===== src/rtl/ccdls_pkg.sv =====
// Package: constants and carrier types of the CCD line sequencer
// What this block does
// - Pixel word presented at fixed moment
// - Reset pulse splits signal and reference portions
// - Reference sampled just before next phase edge
// - Transfer width and guardband at least 20
// - Polarity bit one inverts transfer or reset
// - Power-down drives sensor clocks low
package ccdls_pkg;
    localparam int PIX_PERIOD = 16;
    localparam int POS_W = 4;
    localparam int PHI_HALF = 8;
    localparam int TR_MIN_MCLK = 20;
    localparam int GUARD_MIN_MCLK = 20;
    localparam int CNT_W = 12;
    localparam int DATA_W = 8;
    localparam logic [DATA_W-1:0] PIX_RESET = 8'h00;
    localparam logic [CNT_W-1:0] CNT_RESET = 12'h000;

    typedef struct packed {
        logic even_odd;
        logic [3:0] rs_pos;
        logic [1:0] rs_width;
        logic [3:0] ref_pos;
        logic [3:0] sig_pos;
        logic [7:0] tr_width;
        logic [7:0] guard;
        logic tr_inv;
        logic rs_inv;
        logic sig_inv;
        logic [3:0] clk_en;
        logic power_down;
        logic [7:0] dummy;
        logic [7:0] black;
        logic [11:0] line_len;
    } ccdls_cfg_t;

    typedef struct packed {
        logic first;
        logic [7:0] data;
    } ccdls_pix_t;
endpackage


===== src/rtl/ccdls_buf.sv =====
// Two-entry pixel buffer with valid/ready on both sides
`timescale 1ns/1ps
module ccdls_buf (
    // Clock, reset, enable
    input wire logic i_ref_clk,
    input wire logic i_arst_n,
    input wire logic i_ce,
    // Filling side
    input wire logic i_in_valid,
    input wire ccdls_pkg::ccdls_pix_t i_in_pix,
    output logic o_in_ready,
    // Draining side
    output logic o_out_valid,
    output ccdls_pkg::ccdls_pix_t o_out_pix,
    input wire logic i_out_ready
);
    logic skid_v;
    ccdls_pkg::ccdls_pix_t skid_d;
    logic next_out_v;
    logic next_skid_v;
    ccdls_pkg::ccdls_pix_t next_out_d;
    ccdls_pkg::ccdls_pix_t next_skid_d;

    assign o_in_ready = ~skid_v;

    always_comb begin
        next_out_v = o_out_valid;
        next_out_d = o_out_pix;
        next_skid_v = skid_v;
        next_skid_d = skid_d;
        if (o_out_valid && i_out_ready) begin
            next_out_v = skid_v;
            next_out_d = skid_d;
            next_skid_v = 1'b0;
        end
        if (i_in_valid && !skid_v) begin
            if (!next_out_v) begin
                next_out_v = 1'b1;
                next_out_d = i_in_pix;
            end else begin
                next_skid_v = 1'b1;
                next_skid_d = i_in_pix;
            end
        end
    end

    always_ff @(posedge i_ref_clk or negedge i_arst_n) begin
        if (!i_arst_n) begin
            o_out_valid <= 1'b0;
            o_out_pix <= '0;
            skid_v <= 1'b0;
            skid_d <= '0;
        end else if (i_ce) begin
            o_out_valid <= next_out_v;
            o_out_pix <= next_out_d;
            skid_v <= next_skid_v;
            skid_d <= next_skid_d;
        end
    end

    hold_word_a: assert property (@(posedge i_ref_clk) disable iff (!i_arst_n)
        o_out_valid && !i_out_ready |=> o_out_valid && $stable(o_out_pix))
        else $error("stalled pixel word changed");
endmodule


===== src/rtl/ccdls_top.sv =====
// Line sequencer: sensor clocks, transfer, sampling, pixel output
`timescale 1ns/1ps
module ccdls_top (
    // Clock, reset, enable
    input wire logic i_ref_clk,
    input wire logic i_arst_n,
    input wire logic i_ce,
    // Configuration
    input wire ccdls_pkg::ccdls_cfg_t i_cfg,
    // Line sync and converter pins
    input wire logic i_line_sync,
    input wire logic [7:0] i_adc_data,
    // Sensor clocks
    output logic o_phi1,
    output logic o_phi2,
    output logic o_sensor_reset_pulse,
    output logic o_transfer_pulse,
    // Status
    output logic o_line_busy,
    output logic o_line_done,
    // Pixel stream
    output logic o_pix_valid,
    output ccdls_pkg::ccdls_pix_t o_pix,
    input wire logic i_pix_ready
);
    typedef enum {ST_IDLE, ST_GUARD1, ST_XFER, ST_GUARD2, ST_PIX} ccdls_st_t;

    localparam logic [3:0] POS_END = 4'(ccdls_pkg::PIX_PERIOD - 1);
    localparam logic [3:0] PHI_HALF = 4'(ccdls_pkg::PHI_HALF);

    // Pin synchronisers
    logic [2:0] sync_sh;
    logic sync_lvl;
    logic [7:0] adc_s1;
    logic [7:0] adc_s2;
    logic [7:0] adc_s3;
    logic [7:0] adc_q;

    always_ff @(posedge i_ref_clk or negedge i_arst_n) begin
        if (!i_arst_n) begin
            sync_sh <= 3'h0;
            sync_lvl <= 1'b0;
            adc_s1 <= 8'h00;
            adc_s2 <= 8'h00;
            adc_s3 <= 8'h00;
        end else if (i_ce) begin
            sync_sh <= {sync_sh[1:0], i_line_sync};
            if (sync_sh[1] == sync_sh[2]) begin
                sync_lvl <= sync_sh[2];
            end
            adc_s1 <= i_adc_data;
            adc_s2 <= adc_s1;
            adc_s3 <= adc_s2;
        end
    end

    genvar gi;
    generate
        for (gi = 0; gi < 8; gi++) begin : g_adc
            always_ff @(posedge i_ref_clk or negedge i_arst_n) begin
                if (!i_arst_n) begin
                    adc_q[gi] <= 1'b0;
                end else if (i_ce && adc_s2[gi] == adc_s3[gi]) begin
                    adc_q[gi] <= adc_s3[gi];
                end
            end
        end
    endgenerate

    logic line_start;
    assign line_start = sync_sh[1] & sync_sh[2] & ~sync_lvl;

    // Sequencer state
    ccdls_st_t st;
    ccdls_st_t next_st;
    logic [3:0] pos;
    logic [3:0] next_pos;
    logic [11:0] cnt;
    logic [11:0] next_cnt;
    logic [11:0] pix_idx;
    logic [11:0] next_pix_idx;
    logic [7:0] ref_smp;
    logic [7:0] next_ref_smp;
    logic [7:0] sig_smp;
    logic [7:0] next_sig_smp;
    logic next_done;

    logic [11:0] tr_last;
    logic [11:0] guard_last;
    logic [11:0] skip;
    logic push;
    logic buf_ready;
    logic adv;
    ccdls_pkg::ccdls_pix_t push_pix;

    assign tr_last = 12'(ccdls_pkg::TR_MIN_MCLK) + {4'h0, i_cfg.tr_width}
        - 12'h001;
    assign guard_last = 12'(ccdls_pkg::GUARD_MIN_MCLK) + {4'h0, i_cfg.guard}
        - 12'h001;
    assign skip = {4'h0, i_cfg.dummy} - 12'h001 + {4'h0, i_cfg.black};
    // Power-down must never wait on a full buffer
    assign push = (st == ST_PIX) && (pos == POS_END) && (pix_idx >= skip)
        && !i_cfg.power_down;
    assign adv = i_ce & ~(push & ~buf_ready);

    always_comb begin
        push_pix.first = (pix_idx == skip);
        if (i_cfg.sig_inv) begin
            push_pix.data = (ref_smp > sig_smp) ? ref_smp - sig_smp
                : ccdls_pkg::PIX_RESET;
        end else begin
            push_pix.data = (sig_smp > ref_smp) ? sig_smp - ref_smp
                : ccdls_pkg::PIX_RESET;
        end
    end

    always_comb begin
        next_st = st;
        next_pos = pos;
        next_cnt = cnt;
        next_pix_idx = pix_idx;
        next_ref_smp = ref_smp;
        next_sig_smp = sig_smp;
        next_done = 1'b0;
        case (st)
            ST_IDLE: begin
                if (line_start && !i_cfg.power_down) begin
                    next_st = ST_GUARD1;
                    next_cnt = ccdls_pkg::CNT_RESET;
                end
            end
            ST_GUARD1: begin
                next_cnt = cnt + 12'h001;
                if (cnt == guard_last) begin
                    next_st = ST_XFER;
                    next_cnt = ccdls_pkg::CNT_RESET;
                end
            end
            ST_XFER: begin
                next_cnt = cnt + 12'h001;
                if (cnt == tr_last) begin
                    next_st = ST_GUARD2;
                    next_cnt = ccdls_pkg::CNT_RESET;
                end
            end
            ST_GUARD2: begin
                next_cnt = cnt + 12'h001;
                if (cnt == guard_last) begin
                    next_st = ST_PIX;
                    next_pos = 4'h0;
                    next_pix_idx = ccdls_pkg::CNT_RESET;
                end
            end
            ST_PIX: begin
                next_pos = pos + 4'h1;
                if (pos == i_cfg.ref_pos) begin
                    next_ref_smp = adc_q;
                end
                if (pos == i_cfg.sig_pos) begin
                    next_sig_smp = adc_q;
                end
                if (pos == POS_END) begin
                    next_pos = 4'h0;
                    next_pix_idx = pix_idx + 12'h001;
                    if (pix_idx == i_cfg.line_len - 12'h001) begin
                        next_st = ST_IDLE;
                        next_done = 1'b1;
                    end
                end
            end
            default: begin
                next_st = ST_IDLE;
            end
        endcase
        if (i_cfg.power_down) begin
            next_st = ST_IDLE;
        end
    end

    // Sensor clock shaping
    logic phi_lvl;
    logic rs_act;
    logic [4:0] rs_end;
    logic next_phi1;
    logic next_phi2;
    logic next_rs;
    logic next_tr;

    assign rs_end = {1'b0, i_cfg.rs_pos} + 5'(i_cfg.rs_width) + 5'h01;

    always_comb begin
        if (next_st != ST_PIX) begin
            phi_lvl = 1'b1;
        end else if (i_cfg.even_odd) begin
            phi_lvl = ~next_pix_idx[0];
        end else begin
            phi_lvl = next_pos < PHI_HALF;
        end
        rs_act = (next_st == ST_PIX) && (next_pos >= i_cfg.rs_pos)
            && ({1'b0, next_pos} < rs_end);
        next_phi1 = ~i_cfg.power_down & i_cfg.clk_en[0] & phi_lvl;
        next_phi2 = ~i_cfg.power_down & i_cfg.clk_en[1] & ~phi_lvl;
        next_rs = ~i_cfg.power_down & i_cfg.clk_en[2]
            & (rs_act ^ i_cfg.rs_inv);
        next_tr = ~i_cfg.power_down & i_cfg.clk_en[3]
            & ((next_st == ST_XFER) ^ i_cfg.tr_inv);
    end

    always_ff @(posedge i_ref_clk or negedge i_arst_n) begin
        if (!i_arst_n) begin
            st <= ST_IDLE;
            pos <= 4'h0;
            cnt <= ccdls_pkg::CNT_RESET;
            pix_idx <= ccdls_pkg::CNT_RESET;
            ref_smp <= ccdls_pkg::PIX_RESET;
            sig_smp <= ccdls_pkg::PIX_RESET;
            o_line_done <= 1'b0;
            o_line_busy <= 1'b0;
            o_phi1 <= 1'b0;
            o_phi2 <= 1'b0;
            o_sensor_reset_pulse <= 1'b0;
            o_transfer_pulse <= 1'b0;
        end else if (adv) begin
            st <= next_st;
            pos <= next_pos;
            cnt <= next_cnt;
            pix_idx <= next_pix_idx;
            ref_smp <= next_ref_smp;
            sig_smp <= next_sig_smp;
            o_line_done <= next_done;
            o_line_busy <= next_st != ST_IDLE;
            o_phi1 <= next_phi1;
            o_phi2 <= next_phi2;
            o_sensor_reset_pulse <= next_rs;
            o_transfer_pulse <= next_tr;
        end else if (i_ce) begin
            o_line_done <= 1'b0;
        end
    end

    // Output word buffer; stalls the sequencer when full
    ccdls_buf u_buf (
        .i_ref_clk(i_ref_clk),
        .i_arst_n(i_arst_n),
        .i_ce(i_ce),
        .i_in_valid(push & i_ce),
        .i_in_pix(push_pix),
        .o_in_ready(buf_ready),
        .o_out_valid(o_pix_valid),
        .o_out_pix(o_pix),
        .i_out_ready(i_pix_ready)
    );

    // Checks
    logic [11:0] xfer_len;
    always_ff @(posedge i_ref_clk or negedge i_arst_n) begin
        if (!i_arst_n) begin
            xfer_len <= 12'h000;
        end else if (adv) begin
            xfer_len <= (st == ST_XFER) ? xfer_len + 12'h001 : 12'h000;
        end
    end

    xfer_width_a: assert property (@(posedge i_ref_clk) disable iff (!i_arst_n)
        (st == ST_XFER) && adv && (next_st != ST_XFER) && !i_cfg.power_down
        |-> xfer_len >= 12'(ccdls_pkg::TR_MIN_MCLK - 1))
        else $error("transfer pulse shorter than minimum");

    guard_len_a: assert property (@(posedge i_ref_clk) disable iff (!i_arst_n)
        (st == ST_GUARD2) && adv && (next_st == ST_PIX)
        |-> cnt >= 12'(ccdls_pkg::GUARD_MIN_MCLK - 1))
        else $error("guardband shorter than minimum");

    rs_place_a: assert property (@(posedge i_ref_clk) disable iff (!i_arst_n)
        (st == ST_PIX) && adv && (next_st == ST_PIX)
        && (next_pos == i_cfg.rs_pos) && i_cfg.clk_en[2]
        && !i_cfg.power_down |=> o_sensor_reset_pulse != i_cfg.rs_inv)
        else $error("reset pulse missing at its position");

    ref_sample_a: assert property (@(posedge i_ref_clk) disable iff (!i_arst_n)
        (st == ST_PIX) && (pos == i_cfg.ref_pos) && adv
        |=> ref_smp == $past(adc_q))
        else $error("reference not sampled at its position");

    tr_polarity_a: assert property (@(posedge i_ref_clk) disable iff (!i_arst_n)
        adv && (next_st == ST_XFER) && i_cfg.clk_en[3] && !i_cfg.power_down
        |=> o_transfer_pulse == !i_cfg.tr_inv)
        else $error("transfer polarity wrong");

    pd_clocks_a: assert property (@(posedge i_ref_clk) disable iff (!i_arst_n)
        i_cfg.power_down && i_ce ##1 i_cfg.power_down && i_ce
        |-> !o_phi1 && !o_phi2 && !o_sensor_reset_pulse
        && !o_transfer_pulse)
        else $error("sensor clocks not low in power-down");

    word_out_a: assert property (@(posedge i_ref_clk) disable iff (!i_arst_n)
        push && adv |=> o_pix_valid)
        else $error("pixel word not presented");

    stall_hold_a: assert property (@(posedge i_ref_clk) disable iff (!i_arst_n)
        push && i_ce && !buf_ready |=> $stable(pos) && $stable(pix_idx))
        else $error("sequencer moved while buffer full");
endmodule


===== config.mk =====
export PLATFORM = sky130hd
export DESIGN_NAME = ccdls_top
export DESIGN_NICKNAME = d
export VERILOG_FILES = /design/src/rtl/ccdls_pkg.sv /design/src/rtl/ccdls_buf.sv /design/src/rtl/ccdls_top.sv
export SDC_FILE = /design/constraint.sdc
export NUM_CORES = 1
export LEC_CHECK = 0
export ABC_CLOCK_PERIOD_IN_PS = 3200
export BUFFER_PORTS_ARGS = -buffer_cell sky130_fd_sc_hd__buf_2
export CAP_MARGIN = 20
export CORE_MARGIN = 4
export CORE_UTILIZATION = 54
export CTS_BUF_LIST = sky130_fd_sc_hd__clkbuf_16
export CTS_CLUSTER_DIAMETER = 40
export DETAILED_ROUTE_END_ITERATION = 10
export PLACE_DENSITY = 0.8
export SYNTH_ARGS = -nofsm -noshare
export SYNTH_HDL_FRONTEND = slang
export SYNTH_SLANG_ARGS = --single-unit

===== constraint.sdc =====
create_clock -name i_ref_clk -period 3.2 [get_ports i_ref_clk]
set_clock_uncertainty 0.1 [all_clocks]
set_input_delay 0.16 -clock i_ref_clk [delete_from_list [all_inputs] [get_ports i_ref_clk]]
set_output_delay 0.16 -clock i_ref_clk [all_outputs]
set_load 0.005 [all_outputs]

==> out/metrics.cfg <==
[logic_synthesis]
ys_seq_area_share_pct = 39.1
syn-cell-area_sq_mm = 0.00884
synth-warning-count = 0
yosysUniqueCellTypes = 72
async_flop_share_pct = 100
synth_edf_count = 0
synth-main-ff-cell = dfrtp_1
synthesis.nets = 1075
syn_inst = 938
ys_ff_latch = 138
avgSynthCellArea_sq_um = 9.43

[critical_path]
end_kind = register
start_kind = input port
cpLargestDelayFamily = compound AO/OA/AOI/OAI gates
path_buf_inv = 6
critPathMaxFanout = 4
cp_slowest_cell = ha_1
path_cells = buf_12 > inv_12 > ha_4 > inv_2 > ha_4 > a21o_1 > a21oi_2 > o21ai_2 > a21oi_2 > o21bai_1 > a21oi_2 > buf_4 > xnor2_2 > ha_1 > nand4_1 > nor2_2 > a21boi_4 > o2111ai_4 > buf_6 > and2_4 > buf_6 > o211a_1 > a32o_1
path_class = input port to register
path_common_cell = a21oi_2
worstPathRequired_ns = 3.40
max_stage_delay_ns = 0.31
cp.arrival_ns = 3.78

[power_and_ir_drop]
irDropWorstVdd_mv = 0.394
switching_share_pct = 28.7
power_frac_seq_pct = 41.3
leakage_nw = 5.54
p_per_area_mw_per_mm2 = 406
power_switching_mw = 1.36
clkPwrFrac_pct = 40.0
pwr-share-comb_pct = 18.6
total_power_mw = 4.73
p_int_mw = 3.37

[sta]
rsz0062_at_grt = yes
slew_viol_final = 0
fin_crit_sh_pct = 112
fin_ws_ns = -0.377
relSlewSlack_pct = 33.4
fmax_mhz = 280
min_period_ns = 3.58
tightestPinTransition_ns = 0.991
setup_viol = 102
hold_viol = 0

[grt]
antenna_found_initial = 0
grt-ovfl-total = 0
grt_pass1_wl_mm = 37.3
first_global_vias = 7888
track_usage_pct = 25.1
grt_max_degree = 104

[floorplanning]
ios = 96
die_height_um = 136
coreArea_sq_mm = 0.0159
rows = 46
dieWidth_um = 136
start_util_pct = 55.5
die_area_sq_mm = 0.0185

[detailed_routing]
wire_per_inst_um = 17.6
dr_total_vias = 8025
antenna_left = 0
wl_mm = 24.0
first_pass_iters = 7
drt_iter0_markers = 682
drc = 0
routed_via_density = 5.87

[layout]
fill_cells = 1034
layout_common_cells = dfrtp_1, buf_4, buf_2, inv_1, a21oi_1
stdcell_count = 1368
multi_input_area_sq_mm = 0.00554
seqCellArea_sq_mm = 0.00345
final_nets = 1276
area_growth_pct = 31.6
antennaDiodeCount = 0
drive_above_1_share_pct = 33.2
final_common_cell = dfrtp_1

[clock_network]
clockBufferDepth = 2
worstSkewPairLatency_ns = 0.42
cts_sinks = 138
clk_pin_slew_ns = 0.06
clock-root-buffer = clkbuf_16
cts_tree = done
htreeDepth = 4
cts_buffers = 17

[placement]
io_buffers = 95
gp_congestion = 0.862
dp.cells = 1296
dp.final_hpwl_mm = 15.7

[worst_hold_path]
hp-class = input port to register

[outcome]
outcome = finished with violations
violations = negative setup slack

[flow_run]
drv_cap = 0

[through the flow]
stage / utilization (%) / hold slack (ns) / area, sq um / setup TNS [ns] / setup WS, ns
after floorplan: - / -0.236 / 9040 / -27.13 / -0.403
after global placement: 64.3 / 0.225 / 10200 / -65.07 / -0.751
after detailed placement: 64.3 / 0.228 / 10200 / -74.01 / -0.854
after CTS: 71.2 / 0.00665 / 11400 / -9.64 / -0.206
after global routing: 73.0 / 0.0198 / 11600 / -37.70 / -0.565
final: 73.0 / 0.0264 / 11600 / -23.20 / -0.377
[sequential cells by signal (all words and copies together) (netlist names)]
name and count:
adc_q 8, adc_s1 8, adc_s2 8, adc_s3 8
cnt 12, o_line_busy 1, o_line_done 1, o_phi1 1
o_phi2 1, o_sensor_reset_pulse 1, o_transfer_pulse 1, pix_idx 12
pos 4, ref_smp 8, sig_smp 8, st 32
sync_lvl 1, sync_sh 3, u_buf.o_out_pix 9, u_buf.o_out_valid 1
u_buf.skid_d 9, u_buf.skid_v 1
[path summary, 6_finish.rpt]
check / startpoint / to / cells after the start / slack (ns)
worst max-delay path: i_cfg[20] / o_phi2 / 23 / -0.38
worst min-delay path: i_cfg[31] / o_sensor_reset_pulse / 3 / 0.03
worst max register to register: st[9] / o_sensor_reset_pulse / 13 / -0.31
worst min register to register: st[29] / st[29] / 1 / 0.39
max in group asynchronous: i_arst_n / u_buf.o_out_pix[8] / 3 / 1.84
min in group asynchronous: i_arst_n / adc_s1[5] / 2 / 0.31
[per-layer routing]
layer  vias up  track usage (%)  share of wire (%)
met1      3867             31.1                 41
met2       314             43.3                 51
met5         -                0                  0
met3        57             4.18                5.5
li1       3787                -                  -
met4         0             11.0                2.9
[what timing repair did]
action                                  in CTS  in global routing
gates resized for setup                     62                 46
setup buffers                               14                  9
endpoints found under the setup margin     102                102
gates cloned                                 3                  1
pin swaps                                   36                 20
hold endpoints to repair                   114                  0
hold buffers                                14                  0
[cell usage after synthesis, drive strengths merged (3+ instances only)]
master / count / area (sq um)
a211oi: 3 / 22.5
a21boi: 7 / 63.8
a21o: 21 / 158
a21oi: 62 / 310
a221oi: 7 / 61.3
a22o: 3 / 26.3
a31oi: 8 / 50.1
and2: 36 / 225
and3: 17 / 106
buf: 6 / 43.8
clkbuf: 33 / 124
dfrtp: 138 / 3450
fa: 4 / 80.1
ha: 53 / 663
inv: 61 / 229
mux2: 53 / 597
nand2: 46 / 173
nand2b: 16 / 100
nand3: 28 / 153
nand4: 10 / 62.6
nor2: 58 / 234
nor2b: 8 / 50.1
nor3: 18 / 95.1
nor3b: 5 / 37.5
nor4: 14 / 93.8
nor4b: 3 / 26.3
o2111ai: 4 / 35.0
o211a: 3 / 30.0
o211ai: 6 / 45.0
o21a: 5 / 37.5
o21ai: 73 / 373
o22a: 4 / 35.0
o22ai: 9 / 56.3
o311a: 3 / 30.0
o311ai: 3 / 26.3
o31ai: 6 / 45.0
or3: 9 / 56.3
or4: 5 / 41.3
xnor2: 36 / 315
xor2: 26 / 228
[logic make-up (layout without fill, tap and decap cells)]
| family | after synthesis | count (layout) | share of synthesized area (%) |
|---|---|---|---|
| buffers and inverters | 100 | 312 | 4.49 |
| xor gates and xnor gates | 62 | 62 | 6.14 |
| DFF | 138 | 138 | 39.1 |
| AOI/OAI and AO/OA | 243 | 244 | 17.5 |
| adders and majority gates | 57 | 57 | 8.41 |
| muxes | 55 | 55 | 6.98 |
| and+or+nand+nor | 283 | 284 | 17.4 |
[worst register-to-register path, stage by stage, from the launching register on]
cell	delay [ns]
dfrtp_1	0.40
nor4_2	0.39
nand4_1	0.22
buf_4	0.21
or3_1	0.41
or3_1	0.39
nand2_1	0.13
ha_1	0.26
nand4_1	0.11
nor3_1	0.07
a21oi_1	0.22
o2111ai_2	0.16
xnor2_1	0.15
a22o_1	0.20
[layout make-up]
type	count	area share, %
multi-input cells	702	47.6
flip-flops and latches	138	29.7
repair buffers	219	13.4
clock buffers	17	3.66
well taps	216	2.32
inverters	61	2.12
clock inverters	15	1.17
[power groups by stage]
stage | registers, mW | logic, mW | clock network, mW
finish | 1.95 | 0.880 | 1.89
global route | 1.97 | 0.967 | 2.00
CTS | 1.95 | 0.833 | 1.90
detailed placement | 1.98 | 0.754 | 0
global placement | 1.97 | 0.722 | 0
floorplan | 1.94 | 0.463 | 0
(Power assumes the default switching activity.)
